### src/core/ucf_cfg.svh
// constants for the serial clock and framing block
`ifndef UCF_CFG_SVH
`define UCF_CFG_SVH

`define UCF_DIV_W        12
`define UCF_DATA_W       9
`define UCF_ENTRY_W      11
`define UCF_ENTRY_FE     9
`define UCF_ENTRY_PE     10
`define UCF_CS_9BIT      3'h7
`define UCF_CS_BASE      4'h5
`define UCF_NB_DEFAULT   4'h8
`define UCF_PM_EVEN      2'h2
`define UCF_PM_ODD       2'h3
`define UCF_TOP_NORMAL   4'hf
`define UCF_TOP_DOUBLE   4'h7
`define UCF_MID_NORMAL   4'h7
`define UCF_MID_DOUBLE   4'h3
`define UCF_RXBUF_DEPTH  2'h2

`endif

### src/core/ucf_dummy_unused.sv
// no logic lives in this file

### src/core/ucf_pkg.sv
// types shared by the serial clock and framing block
package ucf_pkg;

	typedef enum logic [2:0] {
		TX_IDLE,
		TX_START,
		TX_DATA,
		TX_PAR,
		TX_STOP1,
		TX_STOP2
	} ucf_tx_st_t;

	typedef enum logic [2:0] {
		RX_IDLE,
		RX_START,
		RX_DATA,
		RX_PAR,
		RX_STOP
	} ucf_rx_st_t;

	typedef struct packed {
		ucf_tx_st_t  tx_st;
		logic [3:0]  tx_pre;
		logic [8:0]  tx_shift;
		logic [3:0]  tx_bitn;
		logic        tx_par;
		logic        tx_line;
		logic [8:0]  tx_buf;
		logic        tx_buf_full;
		logic        txc;
		logic        xck_int;
		logic        xck_s1;
		logic        xck_s2;
		logic        xck_d;
		ucf_rx_st_t  rx_st;
		logic [3:0]  rx_cnt;
		logic [8:0]  rx_shift;
		logic [3:0]  rx_bitn;
		logic        rx_pe;
		logic [10:0] buf0;
		logic [10:0] buf1;
		logic [1:0]  buf_cnt;
		logic        dor;
	} ucf_state_t;

	typedef struct packed {
		logic [11:0] cnt;
		logic        tick;
	} ucf_baud_state_t;

endpackage : ucf_pkg

### src/core/ucf_baud_gen.sv
// down-counting baud rate generator
`timescale 1ns/1ps
`include "ucf_cfg.svh"

module ucf_baud_gen #(
	parameter int DIV_W = `UCF_DIV_W
) (
	input  wire logic             ref_clk,  // system clock
	input  wire logic             sys_rst,  // synchronous reset, high
	input  wire logic [DIV_W-1:0] divisor,  // baud divisor value
	input  wire logic             reload,   // low byte written
	output logic                  tick      // one pulse per count-out
);
	import ucf_pkg::*;

	generate
		if (DIV_W != `UCF_DIV_W) begin : g_chk
			$error("ucf_baud_gen: DIV_W must match the counter width");
		end
	endgenerate

	ucf_baud_state_t r_reg;
	ucf_baud_state_t r_next;

	always_comb begin
		r_next = r_reg;
		r_next.tick = (r_reg.cnt == 12'h000);
		if (reload || r_reg.cnt == 12'h000) begin
			r_next.cnt = divisor;
		end else begin
			r_next.cnt = r_reg.cnt - 12'h001;
		end
	end

	always_ff @(posedge ref_clk) begin
		if (sys_rst) begin
			r_reg <= '0;
		end else begin
			r_reg <= r_next;
		end
	end

	assign tick = r_reg.tick;

endmodule : ucf_baud_gen

### src/core/ucf_usart.sv
// serial transmitter and receiver with clock generation and frame formatting
`timescale 1ns/1ps
`include "ucf_cfg.svh"

module ucf_usart #(
	parameter int DIV_W = `UCF_DIV_W
) (
	input  wire logic             ref_clk,             // system clock
	input  wire logic             sys_rst,             // synchronous reset, high
	input  wire logic             tx_enable,           // transmitter enable
	input  wire logic             rx_enable,           // receiver enable
	input  wire logic [7:0]       baud_divisor_low,    // divisor low byte
	input  wire logic [DIV_W-9:0] baud_divisor_high,   // divisor high bits
	input  wire logic             baud_divisor_low_wr, // low byte write pulse
	input  wire logic             double_speed,        // halve async divisor
	input  wire logic             sync_mode_select,    // 1 synchronous
	input  wire logic             xfer_clk_pin_dir,    // 1 output, master
	input  wire logic             clock_polarity,      // sync edge choice
	input  wire logic [2:0]       char_size,           // data bits code
	input  wire logic [1:0]       parity_mode,         // 0 none, 2 even, 3 odd
	input  wire logic             stop_bits_select,    // 1 two stop bits
	input  wire logic [8:0]       tx_data,             // character to send
	input  wire logic             tx_data_wr,          // write pulse
	input  wire logic             tx_complete_clr,     // clear pulse
	input  wire logic             rx_read,             // pop pulse
	input  wire logic             serial_in_pin,       // receive line
	input  wire logic             xfer_clk_pin_in,     // transfer clock in
	output logic                  xfer_clk_pin_out,    // transfer clock out
	output logic                  xfer_clk_pin_oe,     // clock pin drive
	output logic                  serial_out_pin,      // transmit line
	output logic                  serial_out_oe,       // transmit drive
	output logic                  tx_buf_empty,        // buffer empty request
	output logic                  tx_complete_flag,    // transmit complete
	output logic                  rx_complete_flag,    // unread data present
	output logic [8:0]            rx_data,             // oldest character
	output logic                  frame_error,         // with rx_data
	output logic                  parity_error,        // with rx_data
	output logic                  data_overrun         // sticky overrun
);
	import ucf_pkg::*;

	generate
		if (DIV_W != `UCF_DIV_W) begin : g_chk
			$error("ucf_usart: DIV_W must be twelve");
		end
	endgenerate

	function automatic logic [3:0] ucf_nbits(input logic [2:0] cs);
		if (cs == `UCF_CS_9BIT) begin
			return 4'h9;
		end else if (cs[2]) begin
			return `UCF_NB_DEFAULT;
		end
		return `UCF_CS_BASE + {2'b00, cs[1:0]};
	endfunction : ucf_nbits

	function automatic logic ucf_parity(
		input logic [8:0] d,
		input logic [3:0] nb,
		input logic       odd
	);
		logic p;
		p = odd;
		for (int i = 0; i < 9; i++) begin
			if (4'(i) < nb) begin
				p = p ^ d[i];
			end
		end
		return p;
	endfunction : ucf_parity

	ucf_state_t r_reg;
	ucf_state_t r_next;
	logic       b_tick;

	ucf_baud_gen #(
		.DIV_W(DIV_W)
	) u_baud (
		.ref_clk(ref_clk),
		.sys_rst(sys_rst),
		.divisor({baud_divisor_high, baud_divisor_low}),
		.reload(baud_divisor_low_wr),
		.tick(b_tick)
	);

	logic       is_sync;
	logic       master;
	logic       slave;
	logic       ds;
	logic [3:0] top;
	logic [3:0] mid;
	logic       rise;
	logic       fall;
	logic       chg_e;
	logic       smp_e;
	logic       tx_tick;
	logic       rx_now;
	logic [3:0] nb;
	logic       par_on;
	logic       push;
	logic [10:0] entry;

	always_comb begin
		is_sync = sync_mode_select;
		master  = is_sync & xfer_clk_pin_dir;
		slave   = is_sync & ~xfer_clk_pin_dir;
		ds      = double_speed & ~is_sync;
		top     = ds ? `UCF_TOP_DOUBLE : `UCF_TOP_NORMAL;
		mid     = ds ? `UCF_MID_DOUBLE : `UCF_MID_NORMAL;
		// master edges come from the internal clock, slave edges from the pin
		rise  = (master & b_tick & ~r_reg.xck_int) |
			(slave & r_reg.xck_s2 & ~r_reg.xck_d);
		fall  = (master & b_tick & r_reg.xck_int) |
			(slave & ~r_reg.xck_s2 & r_reg.xck_d);
		chg_e = clock_polarity ? fall : rise;
		smp_e = clock_polarity ? rise : fall;
		tx_tick = is_sync ? chg_e : (b_tick && r_reg.tx_pre == top);
		nb     = ucf_nbits(char_size);
		par_on = parity_mode[1];
		if (is_sync) begin
			rx_now = smp_e;
		end else begin
			rx_now = b_tick && (r_reg.rx_st == RX_START ? r_reg.rx_cnt == mid :
				r_reg.rx_cnt == top);
		end
	end

	always_comb begin
		r_next = r_reg;
		push   = 1'b0;
		entry  = '0;

		// clock pin sampling and master clock toggle
		r_next.xck_s1 = xfer_clk_pin_in;
		r_next.xck_s2 = r_reg.xck_s1;
		r_next.xck_d  = r_reg.xck_s2;
		if (!master) begin
			r_next.xck_int = 1'b0;
		end else if (b_tick) begin
			r_next.xck_int = ~r_reg.xck_int;
		end

		// async transmit prescaler
		if (b_tick) begin
			r_next.tx_pre = (r_reg.tx_pre >= top) ? 4'h0 : r_reg.tx_pre + 4'h1;
		end

		// one-entry transmit buffer
		if (tx_data_wr && !r_reg.tx_buf_full) begin
			r_next.tx_buf      = tx_data;
			r_next.tx_buf_full = 1'b1;
		end
		if (tx_complete_clr) begin
			r_next.txc = 1'b0;
		end

		if (tx_tick) begin
			case (r_reg.tx_st)
				TX_IDLE: begin
					if (r_reg.tx_buf_full && tx_enable) begin
						r_next.tx_shift    = r_reg.tx_buf;
						r_next.tx_par      = ucf_parity(r_reg.tx_buf, nb,
							parity_mode[0]);
						r_next.tx_buf_full = 1'b0;
						r_next.tx_line     = 1'b0;
						r_next.tx_st       = TX_START;
					end
				end
				TX_START: begin
					r_next.tx_line  = r_reg.tx_shift[0];
					r_next.tx_shift = {1'b0, r_reg.tx_shift[8:1]};
					r_next.tx_bitn  = 4'h1;
					r_next.tx_st    = TX_DATA;
				end
				TX_DATA: begin
					if (r_reg.tx_bitn == nb) begin
						if (par_on) begin
							r_next.tx_line = r_reg.tx_par;
							r_next.tx_st   = TX_PAR;
						end else begin
							r_next.tx_line = 1'b1;
							r_next.tx_st   = TX_STOP1;
						end
					end else begin
						r_next.tx_line  = r_reg.tx_shift[0];
						r_next.tx_shift = {1'b0, r_reg.tx_shift[8:1]};
						r_next.tx_bitn  = r_reg.tx_bitn + 4'h1;
					end
				end
				TX_PAR: begin
					r_next.tx_line = 1'b1;
					r_next.tx_st   = TX_STOP1;
				end
				TX_STOP1, TX_STOP2: begin
					if (r_reg.tx_st == TX_STOP1 && stop_bits_select) begin
						r_next.tx_st = TX_STOP2;
					end else if (r_reg.tx_buf_full) begin
						// back to back: the start bit follows the last stop bit
						r_next.tx_shift    = r_reg.tx_buf;
						r_next.tx_par      = ucf_parity(r_reg.tx_buf, nb,
							parity_mode[0]);
						r_next.tx_buf_full = 1'b0;
						r_next.tx_line     = 1'b0;
						r_next.tx_st       = TX_START;
					end else begin
						r_next.tx_line = 1'b1;
						r_next.tx_st   = TX_IDLE;
						r_next.txc     = 1'b1;
					end
				end
				default: begin
					r_next.tx_line = 1'b1;
					r_next.tx_st   = TX_IDLE;
				end
			endcase
		end

		// receiver
		if (!is_sync && b_tick && r_reg.rx_st != RX_IDLE) begin
			r_next.rx_cnt = r_reg.rx_cnt + 4'h1;
		end
		if (rx_now) begin
			r_next.rx_cnt = 4'h0;
		end
		case (r_reg.rx_st)
			RX_IDLE: begin
				r_next.rx_shift = '0;
				r_next.rx_bitn  = 4'h0;
				r_next.rx_pe    = 1'b0;
				r_next.rx_cnt   = 4'h0;
				if (rx_enable && !serial_in_pin) begin
					if (is_sync && smp_e) begin
						r_next.rx_st = RX_DATA;
					end else if (!is_sync && b_tick) begin
						r_next.rx_st = RX_START;
					end
				end
			end
			RX_START: begin
				if (rx_now) begin
					// a start bit gone high by mid-bit was noise
					r_next.rx_st = serial_in_pin ? RX_IDLE : RX_DATA;
				end
			end
			RX_DATA: begin
				if (rx_now) begin
					r_next.rx_shift[r_reg.rx_bitn] = serial_in_pin;
					r_next.rx_bitn = r_reg.rx_bitn + 4'h1;
					if (r_reg.rx_bitn + 4'h1 == nb) begin
						r_next.rx_st = par_on ? RX_PAR : RX_STOP;
					end
				end
			end
			RX_PAR: begin
				if (rx_now) begin
					r_next.rx_pe = serial_in_pin != ucf_parity(r_reg.rx_shift, nb,
						parity_mode[0]);
					r_next.rx_st = RX_STOP;
				end
			end
			RX_STOP: begin
				if (rx_now) begin
					// only the first stop bit is looked at
					push  = 1'b1;
					entry = {r_reg.rx_pe, ~serial_in_pin, r_reg.rx_shift};
					r_next.rx_st = RX_IDLE;
				end
			end
			default: begin
				r_next.rx_st = RX_IDLE;
			end
		endcase
		if (!rx_enable) begin
			r_next.rx_st = RX_IDLE;
		end

		// two-entry receive buffer; pop before push, overrun set wins
		if (rx_read && r_reg.buf_cnt != 2'h0) begin
			r_next.buf0    = r_reg.buf1;
			r_next.buf_cnt = r_reg.buf_cnt - 2'h1;
		end
		if (rx_read) begin
			r_next.dor = 1'b0;
		end
		if (push) begin
			if (r_next.buf_cnt == `UCF_RXBUF_DEPTH) begin
				r_next.dor = 1'b1;
			end else begin
				if (r_next.buf_cnt == 2'h0) begin
					r_next.buf0 = entry;
				end else begin
					r_next.buf1 = entry;
				end
				r_next.buf_cnt = r_next.buf_cnt + 2'h1;
			end
		end
	end

	always_ff @(posedge ref_clk) begin
		if (sys_rst) begin
			r_reg         <= '0;
			r_reg.tx_line <= 1'b1;
		end else begin
			r_reg <= r_next;
		end
	end

	// pin drive and status
	assign xfer_clk_pin_out = r_reg.xck_int;
	assign xfer_clk_pin_oe  = master;
	assign serial_out_pin   = r_reg.tx_line;
	assign serial_out_oe    = tx_enable | r_reg.tx_buf_full |
		(r_reg.tx_st != TX_IDLE);
	assign tx_buf_empty     = ~r_reg.tx_buf_full;
	assign tx_complete_flag = r_reg.txc;
	assign rx_complete_flag = (r_reg.buf_cnt != 2'h0);
	assign rx_data          = r_reg.buf0[8:0];
	assign frame_error      = r_reg.buf0[`UCF_ENTRY_FE];
	assign parity_error     = r_reg.buf0[`UCF_ENTRY_PE];
	assign data_overrun     = r_reg.dor;

endmodule : ucf_usart

### config.mk
export PLATFORM = sky130hd
export DESIGN_NAME = ucf_usart
export DESIGN_NICKNAME = d
export VERILOG_FILES = /design/src/core/ucf_dummy_unused.sv /design/src/core/ucf_pkg.sv /design/src/core/ucf_baud_gen.sv /design/src/core/ucf_usart.sv
export VERILOG_INCLUDE_DIRS = /design/src /design/src/core
export SDC_FILE = /design/constraint.sdc
export NUM_CORES = 1
export LEC_CHECK = 0
export BUFFER_PORTS_ARGS = -buffer_cell sky130_fd_sc_hd__buf_2
export CORE_MARGIN = 2
export CORE_UTILIZATION = 35
export DETAILED_ROUTE_END_ITERATION = 10
export PLACE_DENSITY = 0.51
export SYNTH_ARGS = -nofsm -noshare
export SYNTH_HDL_FRONTEND = slang
export SYNTH_HIERARCHICAL = 1
export SYNTH_SLANG_ARGS = --single-unit
### constraint.sdc
create_clock -name ref_clk -period 4.85 [get_ports ref_clk]
set_clock_uncertainty 0.2 [all_clocks]
set_input_delay 0 -clock ref_clk [delete_from_list [all_inputs] [get_ports ref_clk]]
set_output_delay 0 -clock ref_clk [all_outputs]
set_load 0.02 [all_outputs]
==> impl_metrics.yaml <==
critical_path:
  worst_ep_required_time_ps: 4900
  cp_max_fo: 10
  sort_of_element_at_the_start_of_the_critical_path: "flip-flop"
  crit_path_class: "flip-flop to flip-flop"
  timing.critical_path.to_type: "flip-flop"
  crit_arrival_ps: 3200
  worst_r2r_path_depth: 8
floorplan:
  die_height_microns: 128
  die-area_sq_um: 16400
  fp.coreArea_sq_um: 15100
  num_rows: 45
  floorplan.initialDensity_pct: 35.6
  num_io_pins: 60
  die_w_microns: 128
grt:
  globalRouteTotalUtil_pct: 16.8
  gr-usage-met1_pct: 21.8
  grt_first_pass_wirelength_microns: 22200
  grt.busiest_layer: "met2"
  gr-total-overflow: 0
  grt_antenna_before_repair: 0
  groute.layer.met2.usage_pct: 27.7
  grt_start_max_net_pins: 78
  gr-usage-met3_pct: 3.80
  via_count_of_the_first_global_routing_pass: 4631
sta:
  timing.final.crit_share_pct: 64.9
  setup_ws_ps: 1700
  hold_violations: 0
  rsz0062_at_grt: "false"
  worst_pin_slew_ps: 1060
  finalMaxSlewViolations: 0
  fin_crit_ps: 3150
  totalNegativeSetupSlack_ps: 0
  worst_slew_margin_rel_pct: 28.7
  setup_viol: 0
  achievable-frequency_mhz: 318
  worst_hold_margin_ps: 192
synthesis:
  synth.yosys.seq_area_share_pct: 35.8
  synth_enable_flop_cells: 0
  netlist_instances: 623
  post_synthesis_async_set_or_reset_flop_share_pct: 0
  ys_types: 75
  multiplexer_fraction_of_the_synthesized_cell_area_pct: 6.92
  ys.warnings.count: 6
  synth_register_bits: 96
  synthXorXnorAreaFrac_pct: 6.03
  avgSynthCellArea_sq_um: 8.62
  mappedNetlistNets: 679
  dominantRegCellSynth: "sky130_fd_sc_hd__dfxtp_1"
  largest_family_of_logic_cells_by_synthesized_area: "simple AND/OR/NAND/NOR gates"
  synthAdderAreaFrac_pct: 3.68
  synth.cell_area_sq_um: 5370
  synth-compound-area-share_pct: 19.0
  synth_simple_gate_area_share_pct: 22.2
min_path:
  hp-class: "primary input to flip-flop"
  worst_hold_path.num_cells: 7
clock_network:
  clock_tree.htree_level_count: 3
  clock_tree.root_cell: "sky130_fd_sc_hd__clkbuf_16"
  ctsLongestPathBuffers: 2
  path_clk_slew_ps: 80
  ctsResizeCount: 0
  total_clock_buffers_created_by_cts: 9
  clock-sinks: 96
  clock_latency_at_the_later_pin_of_the_worst_skew_pair_ps: 360
  clock_tree_from_tritoncts: "yes"
place:
  placement.setup.worst_slack_ps: 1730
  port-buffer-count: 59
  final_wtd_congestion: 0.813
  dpl.hpwl_microns: 8880
finish:
  multi_input_area_sq_um: 3110
  post_route_cells_drive_above_1_share_pct: 16.0
  num_antenna_cells: 0
  fillerInstances: 1510
  largest_reg_flops: 66
  synthToLayoutAreaGrowth_pct: 24.5
  fin_nets: 778
  layout.area.seq_sq_um: 1920
pwr:
  clockPowerShare_pct: 38.7
  power_density_nw_per_um2: 270
  net-switching-power_uw: 493
  power.share.sequential_pct: 46.1
  total_leakage_power_uw: 0.00274
  finalPower_uw: 1810
  internal_power_uw: 1310
  logic_gate_share_of_total_power_pct: 15.2
  netSwitchingFraction_pct: 27.3
  worst_ir_drop_vdd_uv: 161
route:
  initial_drt_pass_iterations: 4
  route.vias.total: 4768
  avgViaCountPerCell: 5.21
  drt_iter0_markers: 252
  drc: 0
  detail_route.wirelength_microns: 13100
  post_drt_wl_per_cell_microns: 14.3
  ant_nets: 0
status:
  status: "finished clean"
flow_run:
  max_cap_violations: 0
placed cells by master (no fill, tap or decap), types with 4 or more instances in the layout:
| cell | n |
|---|---|
| sky130_fd_sc_hd__buf_2 | 59 |
| sky130_fd_sc_hd__nand4_1 | 8 |
| sky130_fd_sc_hd__o21ai_0 | 17 |
| sky130_fd_sc_hd__nand3_1 | 11 |
| sky130_fd_sc_hd__a21oi_1 | 39 |
| sky130_fd_sc_hd__clkbuf_16 | 9 |
| sky130_fd_sc_hd__o21a_1 | 4 |
| sky130_fd_sc_hd__buf_4 | 4 |
| sky130_fd_sc_hd__ha_1 | 15 |
| sky130_fd_sc_hd__mux2i_1 | 36 |
| sky130_fd_sc_hd__a211oi_1 | 13 |
| sky130_fd_sc_hd__inv_1 | 22 |
| sky130_fd_sc_hd__dlygate4sd3_1 | 72 |
| sky130_fd_sc_hd__or3_1 | 4 |
| sky130_fd_sc_hd__nand2_1 | 55 |
| sky130_fd_sc_hd__nand2b_1 | 10 |
| sky130_fd_sc_hd__o211ai_1 | 6 |
| sky130_fd_sc_hd__dfxtp_1 | 96 |
| sky130_fd_sc_hd__a31o_2 | 8 |
| sky130_fd_sc_hd__nor2b_1 | 11 |
| sky130_fd_sc_hd__a21o_1 | 5 |
| sky130_fd_sc_hd__xnor2_1 | 26 |
| sky130_fd_sc_hd__nor2_1 | 72 |
| sky130_fd_sc_hd__a31oi_1 | 5 |
| sky130_fd_sc_hd__and3_1 | 5 |
| sky130_fd_sc_hd__a32o_1 | 4 |
| sky130_fd_sc_hd__a211oi_2 | 12 |
| sky130_fd_sc_hd__xor2_1 | 11 |
| sky130_fd_sc_hd__nor3_1 | 19 |
synthesized netlist by cell type, types with 12 or more instances:
| cell | number | area share (%) |
|---|---|---|
| sky130_fd_sc_hd__a211oi_2 | 12 | 2.8 |
| sky130_fd_sc_hd__dfxtp_1 | 96 | 36 |
| sky130_fd_sc_hd__ha_1 | 15 | 3.5 |
| sky130_fd_sc_hd__o21ai_0 | 17 | 1.6 |
| sky130_fd_sc_hd__nand2_1 | 55 | 3.8 |
| sky130_fd_sc_hd__inv_1 | 22 | 1.5 |
| sky130_fd_sc_hd__nor2_1 | 72 | 5.0 |
| sky130_fd_sc_hd__nor3_1 | 19 | 1.8 |
| sky130_fd_sc_hd__clkbuf_1 | 25 | 1.7 |
| sky130_fd_sc_hd__mux2i_1 | 36 | 6.7 |
| sky130_fd_sc_hd__xnor2_1 | 26 | 4.2 |
| sky130_fd_sc_hd__a211oi_1 | 13 | 1.8 |
| sky130_fd_sc_hd__a21oi_1 | 39 | 3.6 |
per-layer routing:
metal  part of all wire [%]  vias to the layer above  wire, microns
met5                      0                        -              0
li1                       -                     2419              -
met4                    1.4                        0            180
met3                    3.4                       12            450
met1                     49                     2273           6390
met2                     46                       64           6040
path summary, 6_finish.rpt:
kind	startpoint	endpoint	slack [ps]
worst min-delay path	double_speed	r_reg[78]	190
worst max-delay path	r_reg[43]	r_reg[45]	1700
worst min register to register	r_next[47]	r_next[46]	230
worst max register to register	r_reg[43]	r_reg[45]	1700
layout make-up:
class,instances,area share (%)
clock buffer,10,3.57
clock inverter,6,0.767
inverter,22,1.24
multi-input combinational,458,46.5
sequential,96,28.7
tap,188,3.52
timing repair buffer,135,15.6
power by group through the flow:
stage,clock network (uW),registers [uW],logic [uW]
finish,699,833,274
global route,753,837,306
CTS,728,833,274
detailed placement,0,851,221
global placement,0,849,217
floorplan,0,843,168
kinds of logic (layout without fill, tap and decap cells):
group / count (synthesis) / in the layout
AO/OA/AOI/OAI: 138 / 138
XOR/XNOR: 37 / 37
adder cells (fa/ha/maj): 16 / 16
buffers and inverters: 69 / 173
flip-flops: 96 / 96
multiplexers: 37 / 37
AND/OR/NAND/NOR: 230 / 230
repair_timing:
action                                 4_1_cts  5_1_grt
endpoints found under the hold margin       42        0
hold buffers                                72        0
setup buffers                                0        0
setup endpoints to repair                    0        0
through the flow:
step	cell area, sq um	cells	util, %
finish	6690	915	44.3
global route	6690	915	44.3
CTS	6690	915	44.3
detailed placement	5680	827	37.6
global placement	5680	827	37.6
floorplan	5370	623	-
critical path, stage by stage (launching register included):
cell and delay [ps]:
sky130_fd_sc_hd__dfxtp_1 470, sky130_fd_sc_hd__or3b_4 440, sky130_fd_sc_hd__and4b_1 200, sky130_fd_sc_hd__nor4_1 340, sky130_fd_sc_hd__o21a_1 380, sky130_fd_sc_hd__a311oi_2 240, sky130_fd_sc_hd__mux2i_1 190, sky130_fd_sc_hd__nor2_1 50
sky130_fd_sc_hd__dlygate4sd3_1 540
Note: power is estimated with default switching activity, not from simulation.
